**config.mk**
```make
export PLATFORM = sky130hd
export DESIGN_NAME = ums_line_status
export DESIGN_NICKNAME = d
export VERILOG_FILES = /design/src/verilog/ums_line_status.v /design/src/verilog/ums_modem_delta.v
export VERILOG_INCLUDE_DIRS = /design/src /design/src/verilog
export SDC_FILE = /design/constraint.sdc
export NUM_CORES = 1
export LEC_CHECK = 0
export BUFFER_PORTS_ARGS = -buffer_cell sky130_fd_sc_hd__clkbuf_2
export CAP_MARGIN = 15
export CORE_UTILIZATION = 40
export DETAILED_ROUTE_END_ITERATION = 6
export GPL_TIMING_DRIVEN = 0
export PLACE_DENSITY = 0.68
export SLEW_MARGIN = 20
export SYNTH_ARGS = -nofsm -noshare
export SYNTH_HDL_FRONTEND = slang
export SYNTH_SLANG_ARGS = --single-unit
```
**constraint.sdc**
```tcl
create_clock -name i_clk -period 2.9 [get_ports i_clk]
set_clock_uncertainty 0.1 [all_clocks]
set_input_delay 0.29 -clock i_clk [delete_from_list [all_inputs] [get_ports i_clk]]
set_output_delay 0.29 -clock i_clk [all_outputs]
set_load 0.02 [all_outputs]
```
**src/verilog/ums_defs.vh**
```
`ifndef UMS_DEFS_VH
`define UMS_DEFS_VH

// ----------------------------------------------------------------------
// Register port offsets (byte index on the 3-bit register address)
// ----------------------------------------------------------------------
`define UMS_ADDR_HOLDING 3'h0
`define UMS_ADDR_MODEM_CTRL 3'h4
`define UMS_ADDR_LINE_STATUS 3'h5
`define UMS_ADDR_MODEM_STATUS 3'h6

// ----------------------------------------------------------------------
// Modem control field positions
// ----------------------------------------------------------------------
`define UMS_MC_PRESCALE 7
`define UMS_MC_INFRARED 6
`define UMS_MC_XON_ANY 5
`define UMS_MC_LOOPBACK 4
`define UMS_MC_SEND_IMM 3
`define UMS_MC_FLOW_SEL 2
`define UMS_MC_RTS 1
`define UMS_MC_DTR 0

// ----------------------------------------------------------------------
// Line status field positions
// ----------------------------------------------------------------------
`define UMS_LS_FIFO_ERR 7
`define UMS_LS_TX_EMPTY 6
`define UMS_LS_THR_EMPTY 5
`define UMS_LS_BREAK 4
`define UMS_LS_FRAME 3
`define UMS_LS_PARITY 2
`define UMS_LS_OVERRUN 1
`define UMS_LS_DATA_RDY 0

// ----------------------------------------------------------------------
// Modem status field positions (upper levels, lower change flags)
// ----------------------------------------------------------------------
`define UMS_MS_CD 3
`define UMS_MS_RI 2
`define UMS_MS_DSR 1
`define UMS_MS_CTS 0

// ----------------------------------------------------------------------
// Interrupt enable field positions
// ----------------------------------------------------------------------
`define UMS_IE_LINE 2
`define UMS_IE_MODEM 3

// ----------------------------------------------------------------------
// Reset values and counts
// ----------------------------------------------------------------------
`define UMS_MC_RESET 8'h00
`define UMS_BYTE_ZERO 8'h00
`define UMS_FIFO_DEPTH 7'h40
`define UMS_CNT_ZERO 7'h00
`define UMS_CNT_ONE 7'h01
`define UMS_PRESCALE_LAST 2'h3
`define UMS_IR_PULSE_TICKS 4'h3
`define UMS_IR_BIT_LAST 4'hF

`endif

```
**src/verilog/ums_line_status.v**
```verilog
`timescale 1ns/1ps
`include "ums_defs.vh"


module ums_line_status (
	input wire i_clk, // Core clock, 125 MHz
	input wire i_rst, // Asynchronous reset, active high
	input wire i_infrared_strap_pin, // Strap level caught after reset
	input wire [2:0] i_reg_addr, // Register index
	input wire i_reg_wr, // Register write strobe
	input wire i_reg_rd, // Register read strobe
	input wire [7:0] i_reg_wdata, // Write data
	input wire [7:0] i_interrupt_enable_reg, // Interrupt enables
	input wire i_efr_auto_flow, // Enhanced feature auto CTS/DSR enable
	input wire i_tx_disable, // Transmitter disable bit
	input wire i_sw_flow_pending, // Xon/Xoff character waiting to go
	input wire i_sw_flow_halted, // Transmit halted by received Xoff
	input wire i_rx_char_done, // Receive shifter finished a character
	input wire i_rx_push, // Character written into receive FIFO
	input wire i_rx_push_err, // Pushed character has parity/frame/break
	input wire i_rx_pop, // Top entry taken by host
	input wire i_rx_top_err, // Top entry has parity/frame/break
	input wire i_rx_top_pe, // Top entry parity error
	input wire i_rx_top_fe, // Top entry framing error
	input wire [6:0] i_rx_count, // Receive FIFO fill level
	input wire i_rx_frame_low, // Line low for a whole frame
	input wire i_rx_line, // Receive line level after decoding
	input wire [6:0] i_tx_count, // Transmit FIFO fill level
	input wire i_tx_shift_busy, // Transmit shifter holds a character
	input wire i_tx_serial, // Shifter serial output
	input wire i_baud16_tick, // 16x bit-rate tick
	input wire i_rx_pin, // External receive pin
	input wire i_cts_n, // Clear-to-send pin
	input wire i_dsr_n, // Data-set-ready pin
	input wire i_carrier_detect_n, // Carrier detect pin
	input wire i_ring_indicator_n, // Ring pin
	output reg [7:0] o_reg_rdata, // Read data, valid cycle after read
	output reg o_baud_clk_en, // Clock enable for the baud generator
	output reg o_tx_pin, // External transmit pin
	output reg o_rx_serial, // Serial data into the receive shifter
	output reg o_rts_n, // Request-to-send pin
	output reg o_dtr_n, // Terminal-ready pin
	output reg o_xon_resume, // Pulse: resume halted transmit
	output reg o_tx_flow_stop, // Level: hold transmitter at boundary
	output reg o_sci_load, // Pulse: shifter takes o_sci_data next
	output reg [7:0] o_sci_data, // Immediate character
	output reg o_rx_break_push, // Pulse: load the single break entry
	output reg o_ls_irq, // Line status interrupt
	output reg o_ms_irq // Modem status interrupt
);

	// ------------------------------------------------------------------
	// Register decode
	// ------------------------------------------------------------------
	wire wr_mc = i_reg_wr & (i_reg_addr == `UMS_ADDR_MODEM_CTRL);
	wire wr_hold = i_reg_wr & (i_reg_addr == `UMS_ADDR_HOLDING);
	wire rd_ls = i_reg_rd & (i_reg_addr == `UMS_ADDR_LINE_STATUS);
	wire rd_ms = i_reg_rd & (i_reg_addr == `UMS_ADDR_MODEM_STATUS);
	wire any_acc = i_reg_wr | i_reg_rd; // Any register access

	reg [7:0] mc_q; // Modem control register
	reg strap_pend_q; // Strap not yet captured since reset
	reg sci_armed_q; // Bit set, waiting for the very next access
	reg sci_pend_q; // Byte captured, waiting for a boundary
	wire loop = mc_q[`UMS_MC_LOOPBACK];
	wire irda = mc_q[`UMS_MC_INFRARED];
	reg [3:0] ms_lvl_n; // Active-low view of {cd, ri, dsr, cts}
	reg thr_empty_q; // Holding register or FIFO empty

	// ------------------------------------------------------------------
	// Modem control register and send-immediate sequencing
	// ------------------------------------------------------------------
	// Strap is caught by a clocked edge after release, never by reset
	always @(posedge i_clk or posedge i_rst) begin
		if (i_rst) begin
			mc_q <= `UMS_MC_RESET;
			strap_pend_q <= 1'b1;
			sci_armed_q <= 1'b0;
			sci_pend_q <= 1'b0;
			o_sci_data <= `UMS_BYTE_ZERO;
			o_sci_load <= 1'b0;
		end else begin
			o_sci_load <= 1'b0;
			strap_pend_q <= 1'b0;
			if (strap_pend_q) begin
				mc_q[`UMS_MC_INFRARED] <= i_infrared_strap_pin;
			end
			if (wr_mc) begin
				// Software may override the strap value later
				mc_q <= i_reg_wdata;
				sci_armed_q <= i_reg_wdata[`UMS_MC_SEND_IMM] &
					~i_reg_wdata[`UMS_MC_LOOPBACK];
			end else if (sci_armed_q & any_acc) begin
				// Only a holding write as next access takes the byte
				sci_armed_q <= 1'b0;
				mc_q[`UMS_MC_SEND_IMM] <= 1'b0;
				if (wr_hold) begin
					o_sci_data <= i_reg_wdata;
					sci_pend_q <= 1'b1;
				end
			end
			// Release once shifter is idle, transmitter on, no Xon/Xoff due
			if (sci_pend_q & ~i_tx_shift_busy & ~i_tx_disable & ~i_sw_flow_pending) begin
				o_sci_load <= 1'b1;
				sci_pend_q <= 1'b0;
			end
		end
	end

	// ------------------------------------------------------------------
	// Clock prescaler
	// ------------------------------------------------------------------
	reg [1:0] pre_q; // Divide-by-four phase
	always @(posedge i_clk or posedge i_rst) begin
		if (i_rst) begin
			pre_q <= 2'h0;
			o_baud_clk_en <= 1'b0;
		end else begin
			pre_q <= pre_q + 2'h1;
			if (mc_q[`UMS_MC_PRESCALE]) begin
				o_baud_clk_en <= (pre_q == `UMS_PRESCALE_LAST);
			end else begin
				o_baud_clk_en <= 1'b1;
			end
		end
	end

	// ------------------------------------------------------------------
	// Infrared encoder and decoder, loopback routing
	// ------------------------------------------------------------------
	reg [3:0] ir_tx_ph_q; // Position in the transmit bit
	reg [3:0] ir_rx_hold_q; // Ticks left of a decoded zero
	reg tx_prev_q; // Shifter output last cycle, for bit alignment
	wire ir_rx_pulse = i_rx_pin; // Encoded pulse is active high

	// Encoder pulses high for three sixteenths of each zero bit.
	// Decoder stretches each pulse to one bit time.
	always @(posedge i_clk or posedge i_rst) begin
		if (i_rst) begin
			ir_tx_ph_q <= 4'h0;
			ir_rx_hold_q <= 4'h0;
			tx_prev_q <= 1'b1;
		end else begin
			tx_prev_q <= i_tx_serial;
			if (tx_prev_q != i_tx_serial) begin
				ir_tx_ph_q <= 4'h0;
			end else if (i_baud16_tick) begin
				ir_tx_ph_q <= ir_tx_ph_q + 4'h1;
			end
			if (ir_rx_pulse) begin
				ir_rx_hold_q <= `UMS_IR_BIT_LAST;
			end else if (i_baud16_tick && ir_rx_hold_q != 4'h0) begin
				ir_rx_hold_q <= ir_rx_hold_q - 4'h1;
			end
		end
	end

	// Loopback feeds the shifter back and parks the pin at idle
	always @(posedge i_clk or posedge i_rst) begin
		if (i_rst) begin
			o_tx_pin <= 1'b1;
			o_rx_serial <= 1'b1;
		end else begin
			if (loop) begin
				o_tx_pin <= ~irda;
				o_rx_serial <= i_tx_serial;
			end else if (irda) begin
				// Idle mark never pulses, so the pin rests low
				o_tx_pin <= ~i_tx_serial & (ir_tx_ph_q < `UMS_IR_PULSE_TICKS);
				o_rx_serial <= ~(ir_rx_pulse | (ir_rx_hold_q != 4'h0));
			end else begin
				o_tx_pin <= i_tx_serial;
				o_rx_serial <= i_rx_pin;
			end
		end
	end

	// ------------------------------------------------------------------
	// Modem outputs and flow control
	// ------------------------------------------------------------------
	// In loopback the pins stay inactive so the peer sees nothing
	always @(posedge i_clk or posedge i_rst) begin
		if (i_rst) begin
			o_rts_n <= 1'b1;
			o_dtr_n <= 1'b1;
			o_tx_flow_stop <= 1'b0;
			o_xon_resume <= 1'b0;
		end else begin
			o_rts_n <= loop | ~mc_q[`UMS_MC_RTS];
			o_dtr_n <= loop | ~mc_q[`UMS_MC_DTR];
			// Sampled only between characters, so a stop lets the current one finish
			if (~i_tx_shift_busy) begin
				o_tx_flow_stop <= i_efr_auto_flow & (mc_q[`UMS_MC_FLOW_SEL] ?
					ms_lvl_n[`UMS_MS_DSR] : ms_lvl_n[`UMS_MS_CTS]);
			end
			o_xon_resume <= mc_q[`UMS_MC_XON_ANY] & i_rx_char_done & i_sw_flow_halted;
		end
	end

	// ------------------------------------------------------------------
	// Modem status levels
	// ------------------------------------------------------------------
	always @* begin
		if (loop) begin
			ms_lvl_n[`UMS_MS_CD] = ~mc_q[`UMS_MC_SEND_IMM];
			ms_lvl_n[`UMS_MS_RI] = ~mc_q[`UMS_MC_FLOW_SEL];
			ms_lvl_n[`UMS_MS_DSR] = ~mc_q[`UMS_MC_DTR];
			ms_lvl_n[`UMS_MS_CTS] = ~mc_q[`UMS_MC_RTS];
		end else begin
			ms_lvl_n[`UMS_MS_CD] = i_carrier_detect_n;
			ms_lvl_n[`UMS_MS_RI] = i_ring_indicator_n;
			ms_lvl_n[`UMS_MS_DSR] = i_dsr_n;
			ms_lvl_n[`UMS_MS_CTS] = i_cts_n;
		end
	end
	wire [3:0] ms_lvl = ~ms_lvl_n; // Upper status bits, complement of pins
	wire [3:0] ms_delta; // Sticky change flags

	ums_modem_delta u_delta (
		.i_clk(i_clk),
		.i_rst(i_rst),
		.i_status(ms_lvl),
		.i_clear(rd_ms),
		.o_delta(ms_delta)
	);

	// ------------------------------------------------------------------
	// Receive error bookkeeping
	// ------------------------------------------------------------------
	reg [6:0] err_cnt_q; // Erroneous entries still in the FIFO
	reg overrun_q; // Sticky overrun
	reg break_q; // Break held until mark
	reg brk_loaded_q; // Break entry already loaded this break
	wire err_in = i_rx_push & i_rx_push_err;
	wire err_out = i_rx_pop & i_rx_top_err & (err_cnt_q != `UMS_CNT_ZERO);

	always @(posedge i_clk or posedge i_rst) begin
		if (i_rst) begin
			err_cnt_q <= `UMS_CNT_ZERO;
			overrun_q <= 1'b0;
			break_q <= 1'b0;
			brk_loaded_q <= 1'b0;
			o_rx_break_push <= 1'b0;
		end else begin
			// Count follows pushes and pops of flagged entries
			if (err_in & ~err_out) begin
				err_cnt_q <= err_cnt_q + `UMS_CNT_ONE;
			end else if (err_out & ~err_in) begin
				err_cnt_q <= err_cnt_q - `UMS_CNT_ONE;
			end
			// Full FIFO: shifter content dropped, flag set; set beats read clear
			if (i_rx_char_done & (i_rx_count == `UMS_FIFO_DEPTH)) begin
				overrun_q <= 1'b1;
			end else if (rd_ls) begin
				overrun_q <= 1'b0;
			end
			// One break entry per break; rearm on return to mark
			o_rx_break_push <= i_rx_frame_low & ~brk_loaded_q;
			if (i_rx_frame_low) begin
				break_q <= 1'b1;
				brk_loaded_q <= 1'b1;
			end else if (i_rx_line) begin
				break_q <= 1'b0;
				brk_loaded_q <= 1'b0;
			end
		end
	end

	// ------------------------------------------------------------------
	// Line status word
	// ------------------------------------------------------------------
	wire rx_has = (i_rx_count != `UMS_CNT_ZERO);
	wire [7:0] ls_word;
	assign ls_word[`UMS_LS_FIFO_ERR] = (err_cnt_q != `UMS_CNT_ZERO);
	assign ls_word[`UMS_LS_TX_EMPTY] = thr_empty_q & ~i_tx_shift_busy;
	assign ls_word[`UMS_LS_THR_EMPTY] = thr_empty_q;
	assign ls_word[`UMS_LS_BREAK] = break_q;
	assign ls_word[`UMS_LS_FRAME] = rx_has & i_rx_top_fe;
	assign ls_word[`UMS_LS_PARITY] = rx_has & i_rx_top_pe;
	assign ls_word[`UMS_LS_OVERRUN] = overrun_q;
	assign ls_word[`UMS_LS_DATA_RDY] = rx_has;

	// Holding empty: a fresh write clears at once, else tracks the FIFO level
	always @(posedge i_clk or posedge i_rst) begin
		if (i_rst) begin
			thr_empty_q <= 1'b1;
		end else if (wr_hold) begin
			thr_empty_q <= 1'b0;
		end else begin
			thr_empty_q <= (i_tx_count == `UMS_CNT_ZERO);
		end
	end

	// ------------------------------------------------------------------
	// Read data and interrupts
	// ------------------------------------------------------------------
	wire ls_err = ls_word[`UMS_LS_FIFO_ERR] | overrun_q | break_q;
	always @(posedge i_clk or posedge i_rst) begin
		if (i_rst) begin
			o_reg_rdata <= `UMS_BYTE_ZERO;
			o_ls_irq <= 1'b0;
			o_ms_irq <= 1'b0;
		end else begin
			case (i_reg_addr)
				`UMS_ADDR_MODEM_CTRL: begin
					o_reg_rdata <= mc_q;
				end
				`UMS_ADDR_LINE_STATUS: begin
					o_reg_rdata <= ls_word;
				end
				`UMS_ADDR_MODEM_STATUS: begin
					o_reg_rdata <= {ms_lvl, ms_delta};
				end
				default: begin
					o_reg_rdata <= `UMS_BYTE_ZERO;
				end
			endcase
			o_ls_irq <= i_interrupt_enable_reg[`UMS_IE_LINE] & ls_err;
			// Flags already cleared by a read drop the request next cycle
			o_ms_irq <= i_interrupt_enable_reg[`UMS_IE_MODEM] & (|ms_delta);
		end
	end

endmodule // ums_line_status

```
**src/verilog/ums_modem_delta.v**
```verilog
`timescale 1ns/1ps
`include "ums_defs.vh"

module ums_modem_delta (
	input wire i_clk, // Core clock
	input wire i_rst, // Asynchronous reset, active high
	input wire [3:0] i_status, // Active-high modem levels {cd, ri, dsr, cts}
	input wire i_clear, // Status register read strobe
	output wire [3:0] o_delta // Sticky change flags
);

	// ------------------------------------------------------------------
	// Per-input change detection
	// ------------------------------------------------------------------
	genvar g;
	generate
		for (g = 0; g < 4; g = g + 1) begin : g_bit
			reg prev_q; // Level seen on the last cycle
			reg delta_q; // Sticky flag of this input
			wire chg; // Qualifying change on this input
			// Ring flags only the end of ringing: pin low-to-high, level 1-to-0
			if (g == `UMS_MS_RI) begin : g_ring
				assign chg = prev_q & ~i_status[g];
			end else begin : g_any
				assign chg = prev_q ^ i_status[g];
			end

			// Set wins over the read clear so no edge is lost
			always @(posedge i_clk or posedge i_rst) begin
				if (i_rst) begin
					prev_q <= 1'b0;
					delta_q <= 1'b0;
				end else begin
					prev_q <= i_status[g];
					if (chg) begin
						delta_q <= 1'b1;
					end else if (i_clear) begin
						delta_q <= 1'b0;
					end
				end
			end

			// Each bit owns its flag, so no vector has two driving processes
			assign o_delta[g] = delta_q;
		end
	endgenerate

endmodule // ums_modem_delta
```
==> flow_metrics.env <==
export IMPL_postSynth_asyncResetShare=1.00
export IMPL_synth_area_sq_um=3060
export IMPL_num_fill_cells=665
export IMPL_post_route_util=0.536
export IMPL_max_freq_mhz=354
export IMPL_path_clk_slew_ns=0.07
export IMPL_ys_ff_latch=67
export IMPL_fin_area_sq_um=3930
export IMPL_ys_warn_count=0
export IMPL_dp_final_hpwl_um=4840
export IMPL_initial_core_util=0.417
export IMPL_setup_slack_ns=0.0754
export IMPL_worst_r2r_cell_count=10
export IMPL_fin_crit_ns=2.82
export IMPL_synthMostInstantiatedCell="dfrtp_1"
export IMPL_worst_slew_pin_slew_ns=0.554
export IMPL_worstPathRequired_ns=3.04
export IMPL_antenna_found_initial=0
export IMPL_grt_start_max_net_pins=35
export IMPL_cts_sinks=67
export IMPL_worst_setup_path_type="register to register"
export IMPL_dieWidth_um=89.4
export IMPL_synthFlopType="dfrtp_1"
export IMPL_syn_nets=341
export IMPL_cts_tree="built"
export IMPL_fin_crit_sh=0.974
export IMPL_p_per_area_nw_per_um2=695
export IMPL_dp_worst_setup_slack_ns=-0.369
export IMPL_hold_class="primary input to register"
export IMPL_synth_cell_types=49
export IMPL_ctsRootBufferMaster="clkbuf_8"
export IMPL_ant_nets=0
export IMPL_area_growth_pct=28.6
export IMPL_synth_area_top_cells="dfrtp_1 49%, dfstp_2 6.0%, mux2_2 5.5%"
export IMPL_hold_viol_final=0
export IMPL_placed_area_sq_um=3590
export IMPL_core_area_sq_um=7330
export IMPL_status="finished, final reports clean"
export IMPL_vias=2360
export IMPL_worst_setup_path_start_kind="register"
export IMPL_die_area_sq_um=8000
export IMPL_syn_inst=271
export IMPL_grt_pass1_wl_um=10500
export IMPL_grt_pass1_vias=2237
export IMPL_drt_pass1_iter_count=4
export IMPL_power_leakage_nw=1.90
export IMPL_vdd_drop_max_mv=0.306
export IMPL_yosysTopAreaCell="dfrtp_1"
export IMPL_cts_max_level=3
export IMPL_clk_insertion_delay_late_ns=0.35
export IMPL_synth_common_cells="60 x dfrtp_1, 24 x nand2_1, 20 x nor2_1, 15 x mux2_2, 13 x inv_1"
export IMPL_remaining_drc_errors=0
export IMPL_synth_edf_count=0
export IMPL_first_iter_violations=95
export IMPL_num_rows=31
export IMPL_grt_overflow=0
export IMPL_crit_fanout=8
export IMPL_setup_viol=0
export IMPL_nets=442
export IMPL_finalPower_mw=2.73
export IMPL_io_pins=86
export IMPL_port_buffers=78
export IMPL_routedWlPerCell_um=14.1
export IMPL_worstPathArrival_ns=2.96
export IMPL_holdPathStages=2
export IMPL_synth_top_area_frac=0.491
export IMPL_whs_ns=0.0375
export IMPL_viasPerCell=4.96
export IMPL_gp_congestion=0.806
export IMPL_die_h_um=89.4
export IMPL_maxCapViolCount=0
export IMPL_avgSynthCellArea_sq_um=11.3
export IMPL_drive_gt1_frac=0.369
export IMPL_cts_buffers=9
export IMPL_grt_total_usage=0.181
export IMPL_wl_um=6710
export IMPL_clk_path_buf_depth=2
export IMPL_ys_seq_area_frac=0.551
export IMPL_finalMaxSlewViolations=0
export IMPL_n_antenna_cell=0
export IMPL_cp_end_kind="register"
export IMPL_slew_headroom=0.627
[sequential cells by signal (all words and copies together), names as in the netlist, 2 cells and up]
register,cells
ir_rx_hold_q,4
mc_q,8
o_reg_rdata,8
ir_tx_ph_q,4
u_delta.g_bit.delta_q,4
pre_q,2
err_cnt_q,7
u_delta.g_bit.prev_q,4
o_sci_data,8
[per-layer routing]
metal,up-vias,GRT usage,part of all wire
met4,0,0.0981,0.027
met2,73,0.275,0.47
li1,1151,-,-
met3,15,0.0379,0.047
met1,1121,0.244,0.46
met5,-,0,0
[repair_timing]
action / 4_1_cts / 5_1_grt
hold endpoints to repair: 31 / 0
hold buffers: 4 / 0
resized for setup: 8 / 5
endpoints found under the setup margin: 2 / 1
pin swaps: 0 / 6
setup buffers: 1 / 6
[layout make-up]
| type | instances | area (sq um) | share of cell area |
|---|---|---|---|
| inverters | 13 | 56.3 | 0.0143 |
| well taps | 99 | 124 | 0.0315 |
| clock inverters | 2 | 10.0 | 0.00255 |
| plain buffers | 7 | 27.5 | 0.00700 |
| flip-flops and latches | 67 | 1690 | 0.429 |
| clock buffers | 14 | 163 | 0.0414 |
| multi-input cells | 184 | 1360 | 0.346 |
| repair buffers | 90 | 503 | 0.128 |
[where the power goes]
group / switching, mW / internal, mW
registers: 0.133 / 1.09
clock network: 0.333 / 0.355
logic: 0.409 / 0.410
[worst max-delay path: stages, from the launching register on]
cell and delay, ns:
dfrtp_1 0.42, nor4_4 0.31, nand2_1 0.12, nand3_2 0.10
ha_4 0.16, inv_6 0.06, fa_2 0.39, a211oi_2 0.26
nor3_1 0.10, or4_1 0.53, xor2_1 0.16
[logic make-up (layout without fill, tap and decap cells)]
kind of cell	Yosys count	after routing	share of synthesized area
simple gates	87	87	0.144
fa+ha+maj	11	11	0.0475
xor+xnor	14	14	0.0401
buf+inv	20	126	0.0250
mux	24	24	0.0847
flops	67	67	0.551
other cells	1	1	0.00123
compound gates	47	47	0.106
[worst paths after layout]
| check | startpoint | endpoint | slack, ns |
|---|---|---|---|
| setup / recovery | err_cnt_q[6] | err_cnt_q[6] | 0.08 |
| hold / removal | i_rx_frame_low | brk_loaded_q | 0.04 |
| setup reg to reg | err_cnt_q[6] | err_cnt_q[6] | 0.08 |
| hold reg to reg | pre_q[0] | pre_q[0] | 0.32 |
| max in group asynchronous | i_rst | thr_empty_q | 1.71 |
| min in group asynchronous | i_rst | sci_pend_q | 0.40 |
[cell usage in the layout (no fill, tap or decap), types with 9 or more instances in the layout]
cell      netlist  layout
clkbuf_2        0      78
dfrtp_1        60      59
nand2_1        24      24
nor2_1         20      20
mux2_2         15      15
o21ai_0        12      12
inv_1          13      11
clkbuf_8        0      11
a21oi_1        10      10
mux2i_1         9       9
[through the flow]
| step | std cells | TNS (ns) |
|---|---|---|
| floorplan | 271 | 0 |
| global placement | 448 | -0.377 |
| detailed placement | 449 | -0.369 |
| CTS | 470 | 0 |
| global route | 476 | -0.0260 |
| finish | 476 | 0 |
No activity file was read; power rests on OpenSTA's default activity.
